## config.mk

```make
export PLATFORM = sky130hd
export DESIGN_NAME = csc_config_logic
export DESIGN_NICKNAME = d
export VERILOG_FILES = /design/src/common/csc_pkg.sv /design/src/hdl/csc_config_logic.sv /design/src/hdl/csc_thresh_mem.sv
export SDC_FILE = /design/constraint.sdc
export NUM_CORES = 1
export LEC_CHECK = 0
export BUFFER_PORTS_ARGS = -buffer_cell sky130_fd_sc_hd__buf_2
export CAP_MARGIN = 20
export CORE_MARGIN = 2
export CORE_UTILIZATION = 58
export CTS_BUF_LIST = sky130_fd_sc_hd__clkbuf_4 sky130_fd_sc_hd__clkbuf_8
export DETAILED_ROUTE_END_ITERATION = 10
export GPL_ROUTABILITY_DRIVEN = 0
export HOLD_SLACK_MARGIN = 0.05
export PLACE_DENSITY = 0.79
export REMOVE_ABC_BUFFERS = 1
export SYNTH_ARGS = -nofsm -noshare
export SYNTH_HDL_FRONTEND = slang
export SYNTH_HIERARCHICAL = 1
export SYNTH_SLANG_ARGS = --single-unit
```

## constraint.sdc

```tcl
create_clock -name mclk -period 6.2 [get_ports mclk]
set_clock_uncertainty 0.05 [all_clocks]
set_input_delay 0.93 -clock mclk [delete_from_list [all_inputs] [get_ports mclk]]
set_output_delay 0.93 -clock mclk [all_outputs]
set_load 0.03 [all_outputs]
```

## src/common/csc_pkg.sv

```systemverilog
package csc_pkg;

	// ---------------------------------------------------------------
	// Sizes
	// ---------------------------------------------------------------
	localparam int unsigned NUM_INPUTS = 12;
	localparam int unsigned IDX_W = 4;
	localparam int unsigned RAW_W = 10;
	localparam int unsigned TICK_W = 16;

	// ---------------------------------------------------------------
	// Register offsets
	// ---------------------------------------------------------------
	localparam logic [7:0] ADDR_MISC_MODE = 8'h09;
	localparam logic [7:0] ADDR_ROLE_8_11 = 8'h0a;
	localparam logic [7:0] ADDR_ROLE_4_7 = 8'h0b;
	localparam logic [7:0] ADDR_ROLE_0_3 = 8'h0c;
	localparam logic [7:0] ADDR_GAIN_FIRST = 8'h0d;
	localparam logic [7:0] ADDR_GAIN_LAST = 8'h12;
	localparam logic [7:0] ADDR_THR_FIRST = 8'h13;
	localparam logic [7:0] ADDR_THR_LAST = 8'h1e;
	localparam logic [7:0] ADDR_RECAL = 8'h1f;
	localparam logic [7:0] ADDR_PROX = 8'h70;
	localparam logic [7:0] ADDR_STATUS = 8'h71;
	localparam logic [7:0] ADDR_TOUCH_LO = 8'h72;
	localparam logic [7:0] ADDR_TOUCH_HI = 8'h73;
	localparam logic [7:0] ADDR_SLIDER_SPAN = 8'h74;

	// ---------------------------------------------------------------
	// Field values and reset values
	// ---------------------------------------------------------------
	localparam logic [2:0] MODE_INDIVIDUAL = 3'h4;
	localparam logic [2:0] MISC_RST = 3'h0;
	localparam logic [7:0] ROLE_RST_8_11 = 8'haa;
	localparam logic [7:0] ROLE_RST_4_7 = 8'ha5;
	localparam logic [7:0] ROLE_RST_0_3 = 8'h55;
	localparam logic [7:0] GAIN_RST = 8'h00;
	localparam logic [3:0] GAIN_MAX = 4'h7;
	localparam logic [7:0] THR_RST = 8'ha0;
	localparam logic [3:0] RECAL_RST = 4'h0;
	localparam logic [7:0] PROX_OFF = 8'h46;
	localparam logic [7:0] PROX_ON = 8'h74;
	localparam logic [7:0] PROX_RST = PROX_OFF;
	localparam int unsigned STAT_INDIV_BIT = 0;
	localparam int unsigned STAT_CFG_ERR_BIT = 1;
	localparam int unsigned STAT_SLIDER_BIT = 2;
	localparam int unsigned STAT_RECAL_WAIT_BIT = 3;

	// ---------------------------------------------------------------
	// Tick scaling and configuration limits
	// ---------------------------------------------------------------
	localparam logic [15:0] TICK_STEP_OFF = 16'h03e8;
	localparam logic [15:0] TICK_STEP_ON = 16'h0fa0;
	localparam logic [3:0] MAX_BUTTONS = 4'h8;
	localparam logic [3:0] MIN_SLIDER = 4'h4;

	// ---------------------------------------------------------------
	// Timing
	// ---------------------------------------------------------------
	localparam int unsigned CLK_HZ = 50_000_000;
	localparam int unsigned RECAL_UNIT_S = 1;
	localparam int unsigned RECAL_UNIT_CYCLES = CLK_HZ * RECAL_UNIT_S;
	localparam logic [5:0] RECAL_LONG_BASE_S = 6'h10;
	localparam logic [5:0] RECAL_MAX_S = 6'h3c;
	localparam logic [3:0] RECAL_CODE_MAX = 4'hf;

	// ---------------------------------------------------------------
	// Types
	// ---------------------------------------------------------------
	typedef enum logic [1:0] {
		CSC_ROLE_DISABLED = 2'h0,
		CSC_ROLE_BUTTON = 2'h1,
		CSC_ROLE_SLIDER = 2'h2
	} csc_role_t;

	typedef enum logic [2:0] {
		CSC_RC_OFF = 3'b001,
		CSC_RC_COUNT = 3'b010,
		CSC_RC_WAIT = 3'b100
	} csc_recal_state_t;

	typedef struct packed {
		logic wr;
		logic rd;
		logic [7:0] addr;
		logic [7:0] wdata;
	} csc_bus_req_t;

	typedef struct packed {
		logic valid;
		logic [IDX_W-1:0] index;
		logic [RAW_W-1:0] raw;
	} csc_sample_t;

endpackage

```

## src/hdl/csc_config_logic.sv

```systemverilog
`timescale 1ns/10ps
// Operation
// - Default mode uses the first gain register's upper field for every input.
// - Writing 100 to misc mode bits 2:0 selects per-input gain fields.
// - Per-input gain mode asks the front end for a longer sensing period.
// - Every input is a button, a slider member or disabled.
// - Disabled inputs go anywhere; a button inside the slider span raises config error; proximity needs proximity enable.
// - Slider minimum maps to the lowest-indexed slider input.
// - Slider maximum maps to the highest-indexed slider input.
// - Eight gain levels; higher level scales ticks up proportionally.
// - Maximum ticks are 1000 or 4000 times level plus one.
// - Each input has its own threshold deciding touch and release.
// - Periodic recalibration fires at its interval if all is released, else at the first moment all is released after it.
// - Gain fields hold 0 to 7, reset 0; higher codes are reserved (stored as written, applied as 7).
// - Interval code 0 is off, 1-7 seconds, longer steps to 60 seconds.
module csc_config_logic #(
	parameter int unsigned RECAL_UNIT_CYCLES = csc_pkg::RECAL_UNIT_CYCLES
) (
	input wire logic mclk,
	input wire logic reset_n,
	input wire csc_pkg::csc_bus_req_t bus_req,
	output logic [7:0] rd_data,
	input wire csc_pkg::csc_sample_t sample,
	output logic scaled_valid,
	output logic [csc_pkg::TICK_W-1:0] scaled_tick,
	output logic [csc_pkg::TICK_W-1:0] max_tick,
	output logic [csc_pkg::NUM_INPUTS-1:0] touch_status,
	output logic long_sense_period,
	output logic slider_present,
	output logic [csc_pkg::IDX_W-1:0] slider_min_index,
	output logic [csc_pkg::IDX_W-1:0] slider_max_index,
	output logic config_error,
	output logic recal_pulse
);

	localparam int unsigned N = csc_pkg::NUM_INPUTS;
	localparam int unsigned DIV_W = $clog2(RECAL_UNIT_CYCLES);

	if (RECAL_UNIT_CYCLES < 2) begin : g_check
		$error("csc_config_logic: RECAL_UNIT_CYCLES must be at least 2");
	end

	// ---------------------------------------------------------------
	// Decoding helpers
	// ---------------------------------------------------------------
	function automatic logic [2:0] level_of(input logic [47:0] gain, input logic indiv,
		input logic [3:0] idx);
		logic [3:0] field;
		field = gain[7:4];
		if (indiv) begin
			field = gain[{idx[3:1], 3'h0} + (idx[0] ? 6'h0 : 6'h4) +: 4];
		end
		return (field > csc_pkg::GAIN_MAX) ? csc_pkg::GAIN_MAX[2:0] : field[2:0];
	endfunction

	function automatic logic [5:0] recal_seconds(input logic [3:0] code);
		if (code == csc_pkg::RECAL_CODE_MAX) begin
			return csc_pkg::RECAL_MAX_S;
		end else if (code[3]) begin
			return csc_pkg::RECAL_LONG_BASE_S + {2'h0, code[2:0], 1'b0};
		end
		return {2'h0, code};
	endfunction

	function automatic logic [3:0] count_ones(input logic [N-1:0] v);
		logic [3:0] c;
		c = 4'h0;
		for (int i = 0; i < N; i++) begin
			c = c + {3'h0, v[i]};
		end
		return c;
	endfunction

	// ---------------------------------------------------------------
	// Configuration registers
	// ---------------------------------------------------------------
	logic [2:0] misc_q;
	logic [23:0] role_q;
	logic [47:0] gain_q;
	logic [3:0] recal_code_q;
	logic [7:0] prox_q;
	logic indiv_mode;
	logic prox_on;
	logic [3:0] gain_idx;
	logic thr_wr;

	assign indiv_mode = (misc_q == csc_pkg::MODE_INDIVIDUAL);
	assign prox_on = (prox_q == csc_pkg::PROX_ON);
	assign gain_idx = 4'(bus_req.addr - csc_pkg::ADDR_GAIN_FIRST);
	assign thr_wr = bus_req.wr && (bus_req.addr >= csc_pkg::ADDR_THR_FIRST)
		&& (bus_req.addr <= csc_pkg::ADDR_THR_LAST);

	always_ff @(posedge mclk or negedge reset_n) begin
		if (!reset_n) begin
			misc_q <= csc_pkg::MISC_RST;
			role_q <= {csc_pkg::ROLE_RST_8_11, csc_pkg::ROLE_RST_4_7, csc_pkg::ROLE_RST_0_3};
			gain_q <= {6{csc_pkg::GAIN_RST}};
			recal_code_q <= csc_pkg::RECAL_RST;
			prox_q <= csc_pkg::PROX_RST;
		end else if (bus_req.wr) begin
			case (bus_req.addr)
				csc_pkg::ADDR_MISC_MODE: misc_q <= bus_req.wdata[2:0];
				csc_pkg::ADDR_ROLE_8_11: role_q[23:16] <= bus_req.wdata;
				csc_pkg::ADDR_ROLE_4_7: role_q[15:8] <= bus_req.wdata;
				csc_pkg::ADDR_ROLE_0_3: role_q[7:0] <= bus_req.wdata;
				csc_pkg::ADDR_RECAL: recal_code_q <= bus_req.wdata[3:0];
				csc_pkg::ADDR_PROX: prox_q <= bus_req.wdata;
				default: begin
					if (bus_req.addr >= csc_pkg::ADDR_GAIN_FIRST
						&& bus_req.addr <= csc_pkg::ADDR_GAIN_LAST) begin
						gain_q[{gain_idx[2:0], 3'h0} +: 8] <= bus_req.wdata;
					end
				end
			endcase
		end
	end

	// ---------------------------------------------------------------
	// Role decode and slider placement
	// ---------------------------------------------------------------
	logic [N-1:0] button_mask;
	logic [N-1:0] slider_mask;
	logic [N-1:0] active_mask;
	logic [N-1:0] span_mask;
	logic [3:0] min_d;
	logic [3:0] max_d;
	logic [N-1:0] slider_mask_q;
	logic cfg_err_d;
	logic [3:0] slider_cnt;

	for (genvar g = 0; g < N; g++) begin : g_role
		assign button_mask[g] = (role_q[2*g +: 2] == csc_pkg::CSC_ROLE_BUTTON);
		assign slider_mask[g] = (role_q[2*g +: 2] == csc_pkg::CSC_ROLE_SLIDER);
		assign active_mask[g] = button_mask[g] | slider_mask[g];
		assign span_mask[g] = (4'(g) >= min_d) && (4'(g) <= max_d);
	end

	always_comb begin
		min_d = 4'h0;
		max_d = 4'h0;
		for (int i = N - 1; i >= 0; i--) begin
			if (slider_mask[i]) begin
				min_d = 4'(i);
			end
		end
		for (int i = 0; i < N; i++) begin
			if (slider_mask[i]) begin
				max_d = 4'(i);
			end
		end
	end

	assign slider_cnt = count_ones(slider_mask);
	assign cfg_err_d = (count_ones(button_mask) > csc_pkg::MAX_BUTTONS)
		|| ((slider_cnt != 4'h0) && (slider_cnt < csc_pkg::MIN_SLIDER))
		|| ((slider_cnt != 4'h0) && |(button_mask & span_mask));

	always_ff @(posedge mclk or negedge reset_n) begin
		if (!reset_n) begin
			slider_mask_q <= '0;
			slider_present <= 1'b0;
			slider_min_index <= '0;
			slider_max_index <= '0;
			config_error <= 1'b0;
			long_sense_period <= 1'b0;
		end else begin
			slider_mask_q <= slider_mask;
			slider_present <= |slider_mask;
			slider_min_index <= min_d;
			slider_max_index <= max_d;
			config_error <= cfg_err_d;
			long_sense_period <= indiv_mode;
		end
	end

	// ---------------------------------------------------------------
	// Tick scaling and touch decision
	// ---------------------------------------------------------------
	logic [2:0] lvl;
	logic [3:0] lvl1;
	logic [15:0] prod;
	logic [15:0] scaled_d;
	logic [15:0] max_d_tick;
	logic [3:0] idx_q;
	logic [7:0] thr_b;
	logic [7:0] thr_a;
	logic decide;
	logic idx_ok_q;

	assign lvl = level_of(gain_q, indiv_mode, sample.index);
	assign lvl1 = {1'b0, lvl} + 4'h1;
	assign prod = 16'({6'h0, sample.raw} * {12'h0, lvl1});
	assign max_d_tick = 16'((prox_on ? csc_pkg::TICK_STEP_ON : csc_pkg::TICK_STEP_OFF)
		* {12'h0, lvl1});
	always_comb begin
		scaled_d = prox_on ? {prod[13:0], 2'b00} : prod;
		if (scaled_d > max_d_tick) begin
			scaled_d = max_d_tick;
		end
	end

	always_ff @(posedge mclk or negedge reset_n) begin
		if (!reset_n) begin
			scaled_valid <= 1'b0;
			scaled_tick <= '0;
			max_tick <= '0;
			idx_q <= '0;
			idx_ok_q <= 1'b0;
		end else begin
			scaled_valid <= sample.valid;
			idx_ok_q <= 32'(sample.index) < N;
			if (sample.valid) begin
				scaled_tick <= scaled_d;
				max_tick <= max_d_tick;
				idx_q <= sample.index;
			end
		end
	end

	csc_thresh_mem #(
		.DEPTH(N),
		.WIDTH(8),
		.RST_VALUE(csc_pkg::THR_RST)
	) u_thr (
		.mclk(mclk),
		.reset_n(reset_n),
		.wr_en(thr_wr),
		.wr_addr(4'(bus_req.addr - csc_pkg::ADDR_THR_FIRST)),
		.wr_data(bus_req.wdata),
		.rd_addr_a(4'(bus_req.addr - csc_pkg::ADDR_THR_FIRST)),
		.rd_data_a(thr_a),
		.rd_addr_b(sample.index),
		.rd_data_b(thr_b)
	);

	assign decide = active_mask[idx_q] && (scaled_tick > {6'h0, thr_b, 2'b00});

	always_ff @(posedge mclk or negedge reset_n) begin
		if (!reset_n) begin
			touch_status <= '0;
		end else begin
			if (scaled_valid && idx_ok_q) begin
				touch_status[idx_q] <= decide;
			end
			touch_status <= touch_status & active_mask;
			if (scaled_valid && idx_ok_q) begin
				touch_status[idx_q] <= decide;
			end
		end
	end

	// ---------------------------------------------------------------
	// Periodic recalibration
	// ---------------------------------------------------------------
	csc_pkg::csc_recal_state_t rc_q;
	logic [DIV_W-1:0] div_q;
	logic unit_tick;
	logic [5:0] elapsed_q;
	logic [5:0] interval_s;
	logic all_released;

	assign interval_s = recal_seconds(recal_code_q);
	assign all_released = ~|(touch_status & active_mask);
	assign unit_tick = (div_q == DIV_W'(RECAL_UNIT_CYCLES - 1));

	always_ff @(posedge mclk or negedge reset_n) begin
		if (!reset_n) begin
			div_q <= '0;
		end else if (unit_tick || rc_q != csc_pkg::CSC_RC_COUNT) begin
			div_q <= '0;
		end else begin
			div_q <= div_q + 1'b1;
		end
	end

	always_ff @(posedge mclk or negedge reset_n) begin
		if (!reset_n) begin
			rc_q <= csc_pkg::CSC_RC_OFF;
			elapsed_q <= '0;
			recal_pulse <= 1'b0;
		end else begin
			recal_pulse <= 1'b0;
			case (rc_q)
				csc_pkg::CSC_RC_OFF: begin
					elapsed_q <= '0;
					if (interval_s != 6'h0) begin
						rc_q <= csc_pkg::CSC_RC_COUNT;
					end
				end
				csc_pkg::CSC_RC_COUNT: begin
					if (interval_s == 6'h0) begin
						rc_q <= csc_pkg::CSC_RC_OFF;
					end else if (unit_tick) begin
						elapsed_q <= elapsed_q + 6'h1;
						if (elapsed_q + 6'h1 >= interval_s) begin
							elapsed_q <= '0;
							if (all_released) begin
								recal_pulse <= 1'b1;
							end else begin
								rc_q <= csc_pkg::CSC_RC_WAIT;
							end
						end
					end
				end
				csc_pkg::CSC_RC_WAIT: begin
					if (interval_s == 6'h0) begin
						rc_q <= csc_pkg::CSC_RC_OFF;
					end else if (all_released) begin
						recal_pulse <= 1'b1;
						rc_q <= csc_pkg::CSC_RC_COUNT;
					end
				end
				default: rc_q <= csc_pkg::CSC_RC_OFF;
			endcase
		end
	end

	// ---------------------------------------------------------------
	// Register read port
	// ---------------------------------------------------------------
	logic [7:0] rd_q;
	logic rd_thr_q;

	always_ff @(posedge mclk or negedge reset_n) begin
		if (!reset_n) begin
			rd_q <= '0;
			rd_thr_q <= 1'b0;
		end else begin
			rd_thr_q <= bus_req.rd && (bus_req.addr >= csc_pkg::ADDR_THR_FIRST)
				&& (bus_req.addr <= csc_pkg::ADDR_THR_LAST);
			rd_q <= '0;
			if (bus_req.rd) begin
				case (bus_req.addr)
					csc_pkg::ADDR_MISC_MODE: rd_q <= {5'h0, misc_q};
					csc_pkg::ADDR_ROLE_8_11: rd_q <= role_q[23:16];
					csc_pkg::ADDR_ROLE_4_7: rd_q <= role_q[15:8];
					csc_pkg::ADDR_ROLE_0_3: rd_q <= role_q[7:0];
					csc_pkg::ADDR_RECAL: rd_q <= {4'h0, recal_code_q};
					csc_pkg::ADDR_PROX: rd_q <= prox_q;
					csc_pkg::ADDR_STATUS: begin
						rd_q[csc_pkg::STAT_INDIV_BIT] <= indiv_mode;
						rd_q[csc_pkg::STAT_CFG_ERR_BIT] <= config_error;
						rd_q[csc_pkg::STAT_SLIDER_BIT] <= slider_present;
						rd_q[csc_pkg::STAT_RECAL_WAIT_BIT] <= (rc_q == csc_pkg::CSC_RC_WAIT);
					end
					csc_pkg::ADDR_TOUCH_LO: rd_q <= touch_status[7:0];
					csc_pkg::ADDR_TOUCH_HI: rd_q <= {4'h0, touch_status[11:8]};
					csc_pkg::ADDR_SLIDER_SPAN: rd_q <= {slider_max_index, slider_min_index};
					default: begin
						if (bus_req.addr >= csc_pkg::ADDR_GAIN_FIRST
							&& bus_req.addr <= csc_pkg::ADDR_GAIN_LAST) begin
							rd_q <= gain_q[{gain_idx[2:0], 3'h0} +: 8];
						end
					end
				endcase
			end
		end
	end

	assign rd_data = rd_thr_q ? thr_a : rd_q;

	// ---------------------------------------------------------------
	// Checks
	// ---------------------------------------------------------------
	chk_indiv_period: assert property (@(posedge mclk) disable iff (!reset_n)
		bus_req.wr && bus_req.addr == csc_pkg::ADDR_MISC_MODE && bus_req.wdata[2:0] == 3'h4
		|-> ##2 long_sense_period)
		else $error("individual mode did not lengthen sensing period");
	chk_common_level: assert property (@(posedge mclk) disable iff (!reset_n)
		sample.valid && !indiv_mode && !prox_on && gain_q[7:4] <= 4'h7
		|=> max_tick == 16'(16'd1000 * ({12'h0, $past(gain_q[7:4])} + 16'd1)))
		else $error("common level not applied");
	chk_tick_cap: assert property (@(posedge mclk) disable iff (!reset_n)
		scaled_valid |-> scaled_tick <= max_tick && max_tick <= 16'd32000)
		else $error("scaled tick above maximum");
	chk_touch_decide: assert property (@(posedge mclk) disable iff (!reset_n)
		scaled_valid && idx_ok_q |=> touch_status[$past(idx_q)] == $past(decide))
		else $error("touch decision not stored");
	chk_disabled_quiet: assert property (@(posedge mclk) disable iff (!reset_n)
		##1 (touch_status & ~$past(active_mask)) == '0)
		else $error("inactive input reports touch");
	chk_recal_released: assert property (@(posedge mclk) disable iff (!reset_n)
		recal_pulse |-> $past(all_released) && $past(interval_s) != 6'h0)
		else $error("recalibration while touched or off");
	chk_slider_min: assert property (@(posedge mclk) disable iff (!reset_n)
		slider_present |-> slider_mask_q[slider_min_index]
		&& (slider_mask_q & ((12'h1 << slider_min_index) - 12'h1)) == '0)
		else $error("slider minimum not lowest member");
	chk_slider_max: assert property (@(posedge mclk) disable iff (!reset_n)
		slider_present |-> (slider_mask_q >> slider_max_index) == 12'h1)
		else $error("slider maximum not highest member");

endmodule

```

## src/hdl/csc_thresh_mem.sv

```systemverilog
`timescale 1ns/10ps
module csc_thresh_mem #(
	parameter int unsigned DEPTH = 12,
	parameter int unsigned WIDTH = 8,
	parameter logic [7:0] RST_VALUE = csc_pkg::THR_RST
) (
	input wire logic mclk,
	input wire logic reset_n,
	input wire logic wr_en,
	input wire logic [3:0] wr_addr,
	input wire logic [WIDTH-1:0] wr_data,
	input wire logic [3:0] rd_addr_a,
	output logic [WIDTH-1:0] rd_data_a,
	input wire logic [3:0] rd_addr_b,
	output logic [WIDTH-1:0] rd_data_b
);

	if (DEPTH > 16 || DEPTH < 1 || WIDTH != 8) begin : g_check
		$error("csc_thresh_mem: unsupported depth or width");
	end

	logic [WIDTH-1:0] mem_q [DEPTH];

	always_ff @(posedge mclk or negedge reset_n) begin
		if (!reset_n) begin
			for (int i = 0; i < DEPTH; i++) begin
				mem_q[i] <= RST_VALUE;
			end
		end else if (wr_en && (32'(wr_addr) < DEPTH)) begin
			mem_q[wr_addr] <= wr_data;
		end
	end

	always_ff @(posedge mclk or negedge reset_n) begin
		if (!reset_n) begin
			rd_data_a <= '0;
			rd_data_b <= '0;
		end else begin
			rd_data_a <= (32'(rd_addr_a) < DEPTH) ? mem_q[rd_addr_a] : '0;
			rd_data_b <= (32'(rd_addr_b) < DEPTH) ? mem_q[rd_addr_b] : '0;
		end
	end

endmodule

```

==> results.yml <==
outcome:
  status: "finished, violations left"
  violations: "setup timing"
floorplan:
  dieArea_mm2: 0.0349
  floorplan.initialDensity_pct: 59.2
  die_w_um: 187
  floorplan.core_area_mm2: 0.0327
  row_count: 66
  io_pins: 100
  die_h_um: 187
synthesis:
  synth_cell_types: 99
  synth_warnings: 6
  syn-cell-area_mm2: 0.0194
  postSynthCellCount: 1792
  synth-async-reset-ratio_pct: 100
  synth_seq_cells: 302
  most_frequently_used_flop_master_after_synthesis: "sky130_fd_sc_hd__dfrtp_1"
  postSynthAreaPerCell_um2: 10.8
  synth-edff-count: 0
  register_area_share_after_synthesis_pct: 39.3
grt:
  grt.overflow.total: 0
  grt_pass1_vias: 15800
  grt_util_all_layers_pct: 31.4
  antenna_found_initial: 3
  grt_start_max_net_pins: 129
  grt_first_pass_wirelength_mm: 87.1
clock_tree:
  clock-root-buffer: "sky130_fd_sc_hd__clkbuf_8"
  tritoncts: "yes"
  htreeDepth: 2
  holdBufCountCts: 0
  max-clock-path-buffers: 3
  path_clk_slew_ns: 0.07
  cts_buffers: 50
  clock_sink_count: 302
  clock_insertion_delay_worst_skew_ns: 0.65
timing:
  max_slew.worst_pin.slew_ns: 1.10
  rsz0062_at_grt: "true"
  maxSlewViolCount: 0
  worst_slack_ns: -0.253
  min_period_ns: 6.45
  hold_viol_final: 0
  clock.fmax_ghz: 0.155
  finalHoldWorstSlack_ns: 0.361
  slew-limit-headroom_pct: 26.5
  finalSetupViolCount: 15
  min_period_over_period_pct: 104
finish:
  fin_nets: 2198
  area_growth_syn_to_layout_pct: 18.5
  fillers: 2195
  drive_above_1_share_pct: 35.7
power_and_ir_drop:
  ir_drop_v: 0.000166
  p_per_area_mw_per_mm2: 269
  leakagePower_nw: 10.6
  design_power_total_mw: 6.17
worst_setup_path:
  timing.critical_path.slowest_stage_cell: "sky130_fd_sc_hd__fa_1"
  rr_startpoint: "gain_q[41]"
  timing.critical_path.slowest_cell_delay_ns: 0.54
  crit_required_ns: 6.72
  crit_start: "sample[10]"
  worst-path-buf-inv: 7
  data_arrival_time_of_the_critical_path_ns: 6.97
  timing.critical_path.from_type: "input port"
  crit_path_end_kind: "flip-flop"
  path_common_cell: "sky130_fd_sc_hd__inv_1"
  criticalPathCategory: "input port to flip-flop"
  critPathMaxFanout: 9
  crit_family: "adder cells"
placed_design:
  dp_hpwl_mm: 38.4
  place.port_buffers: 96
route:
  route.detailed.wl_per_inst_um: 22.9
  1st_pass_router_iterations: 8
  via_count: 16200
  final_antenna_net_count: 0
  detail_route.wirelength_mm: 57.2
  route.detailed.drc: 0
  dr.first_iter.drc_count: 2145
  routed_via_density: 6.46
worst_hold_path:
  holdCritPathClass: "input port to asynchronous set/reset pin"
flow_run:
  maxCapViolations: 0
## flip-flops by register name (all words and copies together) (netlist names), 12 cells and up
register,cells
u_thr/mem_q,96
gain_q,48
div_q,26
role_q,24
scaled_tick,16
max_tick,13
touch_status,12
## stage by stage
stage	instance area, µm²	cells	utilization (%)	setup WS (ns)	setup TNS, ns
6_report	23000	2500	70.2	-0.253	-2.01
5_1_grt	23000	2500	70.2	-0.439	-5.00
3_3_place_gp	21100	2384	64.4	-1.05	-15.24
2_1_floorplan	19000	1708	-	-1.36	-19.20
4_1_cts	22500	2482	68.8	0.00855	0
3_5_place_dp	21100	2384	64.4	-1.23	-18.23
## what timing repair did
action                                  4_1_cts  5_1_grt
gates cloned                                  1        1
buffers inserted                              4       16
gates resized for setup                      37       68
pin swaps                                    14       53
endpoints found under the setup margin       16       16
## final timing paths
check | to | slack, ns | cells after the start
worst max-delay path | scaled_tick[14] | -0.25 | 30
worst min-delay path | u_thr/mem_q[56] | 0.36 | 1
worst max register to register | scaled_tick[14] | -0.21 | 28
worst min register to register | div_q[0] | 0.41 | 1
max in group asynchronous | scaled_valid | 4.34 | 2
min in group mclk | div_q[0] | 0.41 | 1
## area by class of cell
cell class	instances	area [µm²]	area share, %
clock buffers	74	968	4.22
flip-flops and latches	302	7610	33.1
repair buffers	254	1720	7.49
inverters	180	676	2.94
well taps	442	553	2.41
multi-input cells	1228	11200	48.8
clock inverters	19	224	0.976
diodes	1	2.50	0.0109
## cells by family after synthesis
| family | count (synthesis) | share of synthesized area (%) |
|---|---|---|
| DFF | 302 | 39.3 |
| AOI/OAI and AO/OA | 281 | 10.3 |
| and+or+nand+nor | 490 | 12.9 |
| buffers and inverters | 266 | 5.59 |
| adders and majority gates | 147 | 11.1 |
| muxes | 253 | 18.4 |
| other | 1 | 0.0194 |
| xor gates and xnor gates | 52 | 2.43 |
## Yosys cell counts (all sizes together), types with 6 or more instances
| library cell | count | area share, % |
|---|---|---|
| dfstp | 40 | 5.4 |
| or2 | 6 | 0.19 |
| dfrtp | 262 | 34 |
| mux2i | 15 | 0.78 |
| inv | 179 | 3.5 |
| xnor2 | 23 | 1.1 |
| nor4 | 11 | 0.42 |
| nor2b | 14 | 0.45 |
| and2 | 36 | 1.2 |
| mux2 | 174 | 10 |
| and3 | 18 | 0.58 |
| o21ai | 73 | 1.9 |
| fa | 41 | 4.2 |
| a31oi | 9 | 0.29 |
| nand2 | 137 | 2.7 |
| nand4 | 19 | 0.65 |
| nand3 | 52 | 1.4 |
| a221oi | 11 | 0.50 |
| o21a | 8 | 0.31 |
| mux4 | 64 | 7.5 |
| xor2 | 29 | 1.4 |
| clkbuf | 52 | 1.0 |
| a221o | 8 | 0.41 |
| o221ai | 6 | 0.27 |
| ha | 106 | 6.8 |
| buf | 34 | 1.1 |
| a21oi | 36 | 0.93 |
| nor2 | 115 | 2.3 |
| o22ai | 9 | 0.29 |
| nand2b | 12 | 0.39 |
| a311oi | 12 | 0.54 |
| o2111ai | 6 | 0.27 |
| nor3 | 33 | 0.88 |
| a21o | 8 | 0.31 |
| o211ai | 10 | 0.46 |
| and4 | 6 | 0.27 |
| a22oi | 36 | 1.4 |
## where the power goes
group	total (mW)	internal, mW	leakage (nW)	switching, mW
Sequential	2.26	2.12	3.94	0.137
Clock	2.06	1.18	0.630	0.878
Combinational	1.85	0.788	6.03	1.06
## metal layers
layer	GRT usage (%)	routed length [µm]
met5	0	30
met4	14.7	3120
met3	6.53	5550
met2	50.3	26800
met1	41.2	21700
## cells in the final DEF, fill, tap and decap left out, types with 63 or more instances in the layout
| cell type | synthesis | layout |
|---|---|---|
| sky130_fd_sc_hd__mux2_2 | 172 | 172 |
| sky130_fd_sc_hd__buf_4 | 5 | 152 |
| sky130_fd_sc_hd__clkbuf_8 | 0 | 66 |
| sky130_fd_sc_hd__inv_1 | 179 | 175 |
| sky130_fd_sc_hd__ha_1 | 106 | 95 |
| sky130_fd_sc_hd__dfrtp_1 | 262 | 262 |
| sky130_fd_sc_hd__buf_2 | 22 | 92 |
| sky130_fd_sc_hd__nor2_1 | 108 | 105 |
| sky130_fd_sc_hd__nand2_1 | 131 | 126 |
| sky130_fd_sc_hd__mux4_2 | 61 | 63 |
## worst register-to-register path: cells and delay by family, from the launching register on
family / cells / cell delay [ns]
AO/OA/AOI/OAI: 8 / 1.40
XOR/XNOR: 2 / 0.36
multiplexers: 2 / 0.62
flip-flops: 1 / 0.41
buffers and inverters: 4 / 0.39
adder cells (fa/ha/maj): 5 / 1.81
AND/OR/NAND/NOR: 7 / 1.33
Power figures use the tool's default switching activity.
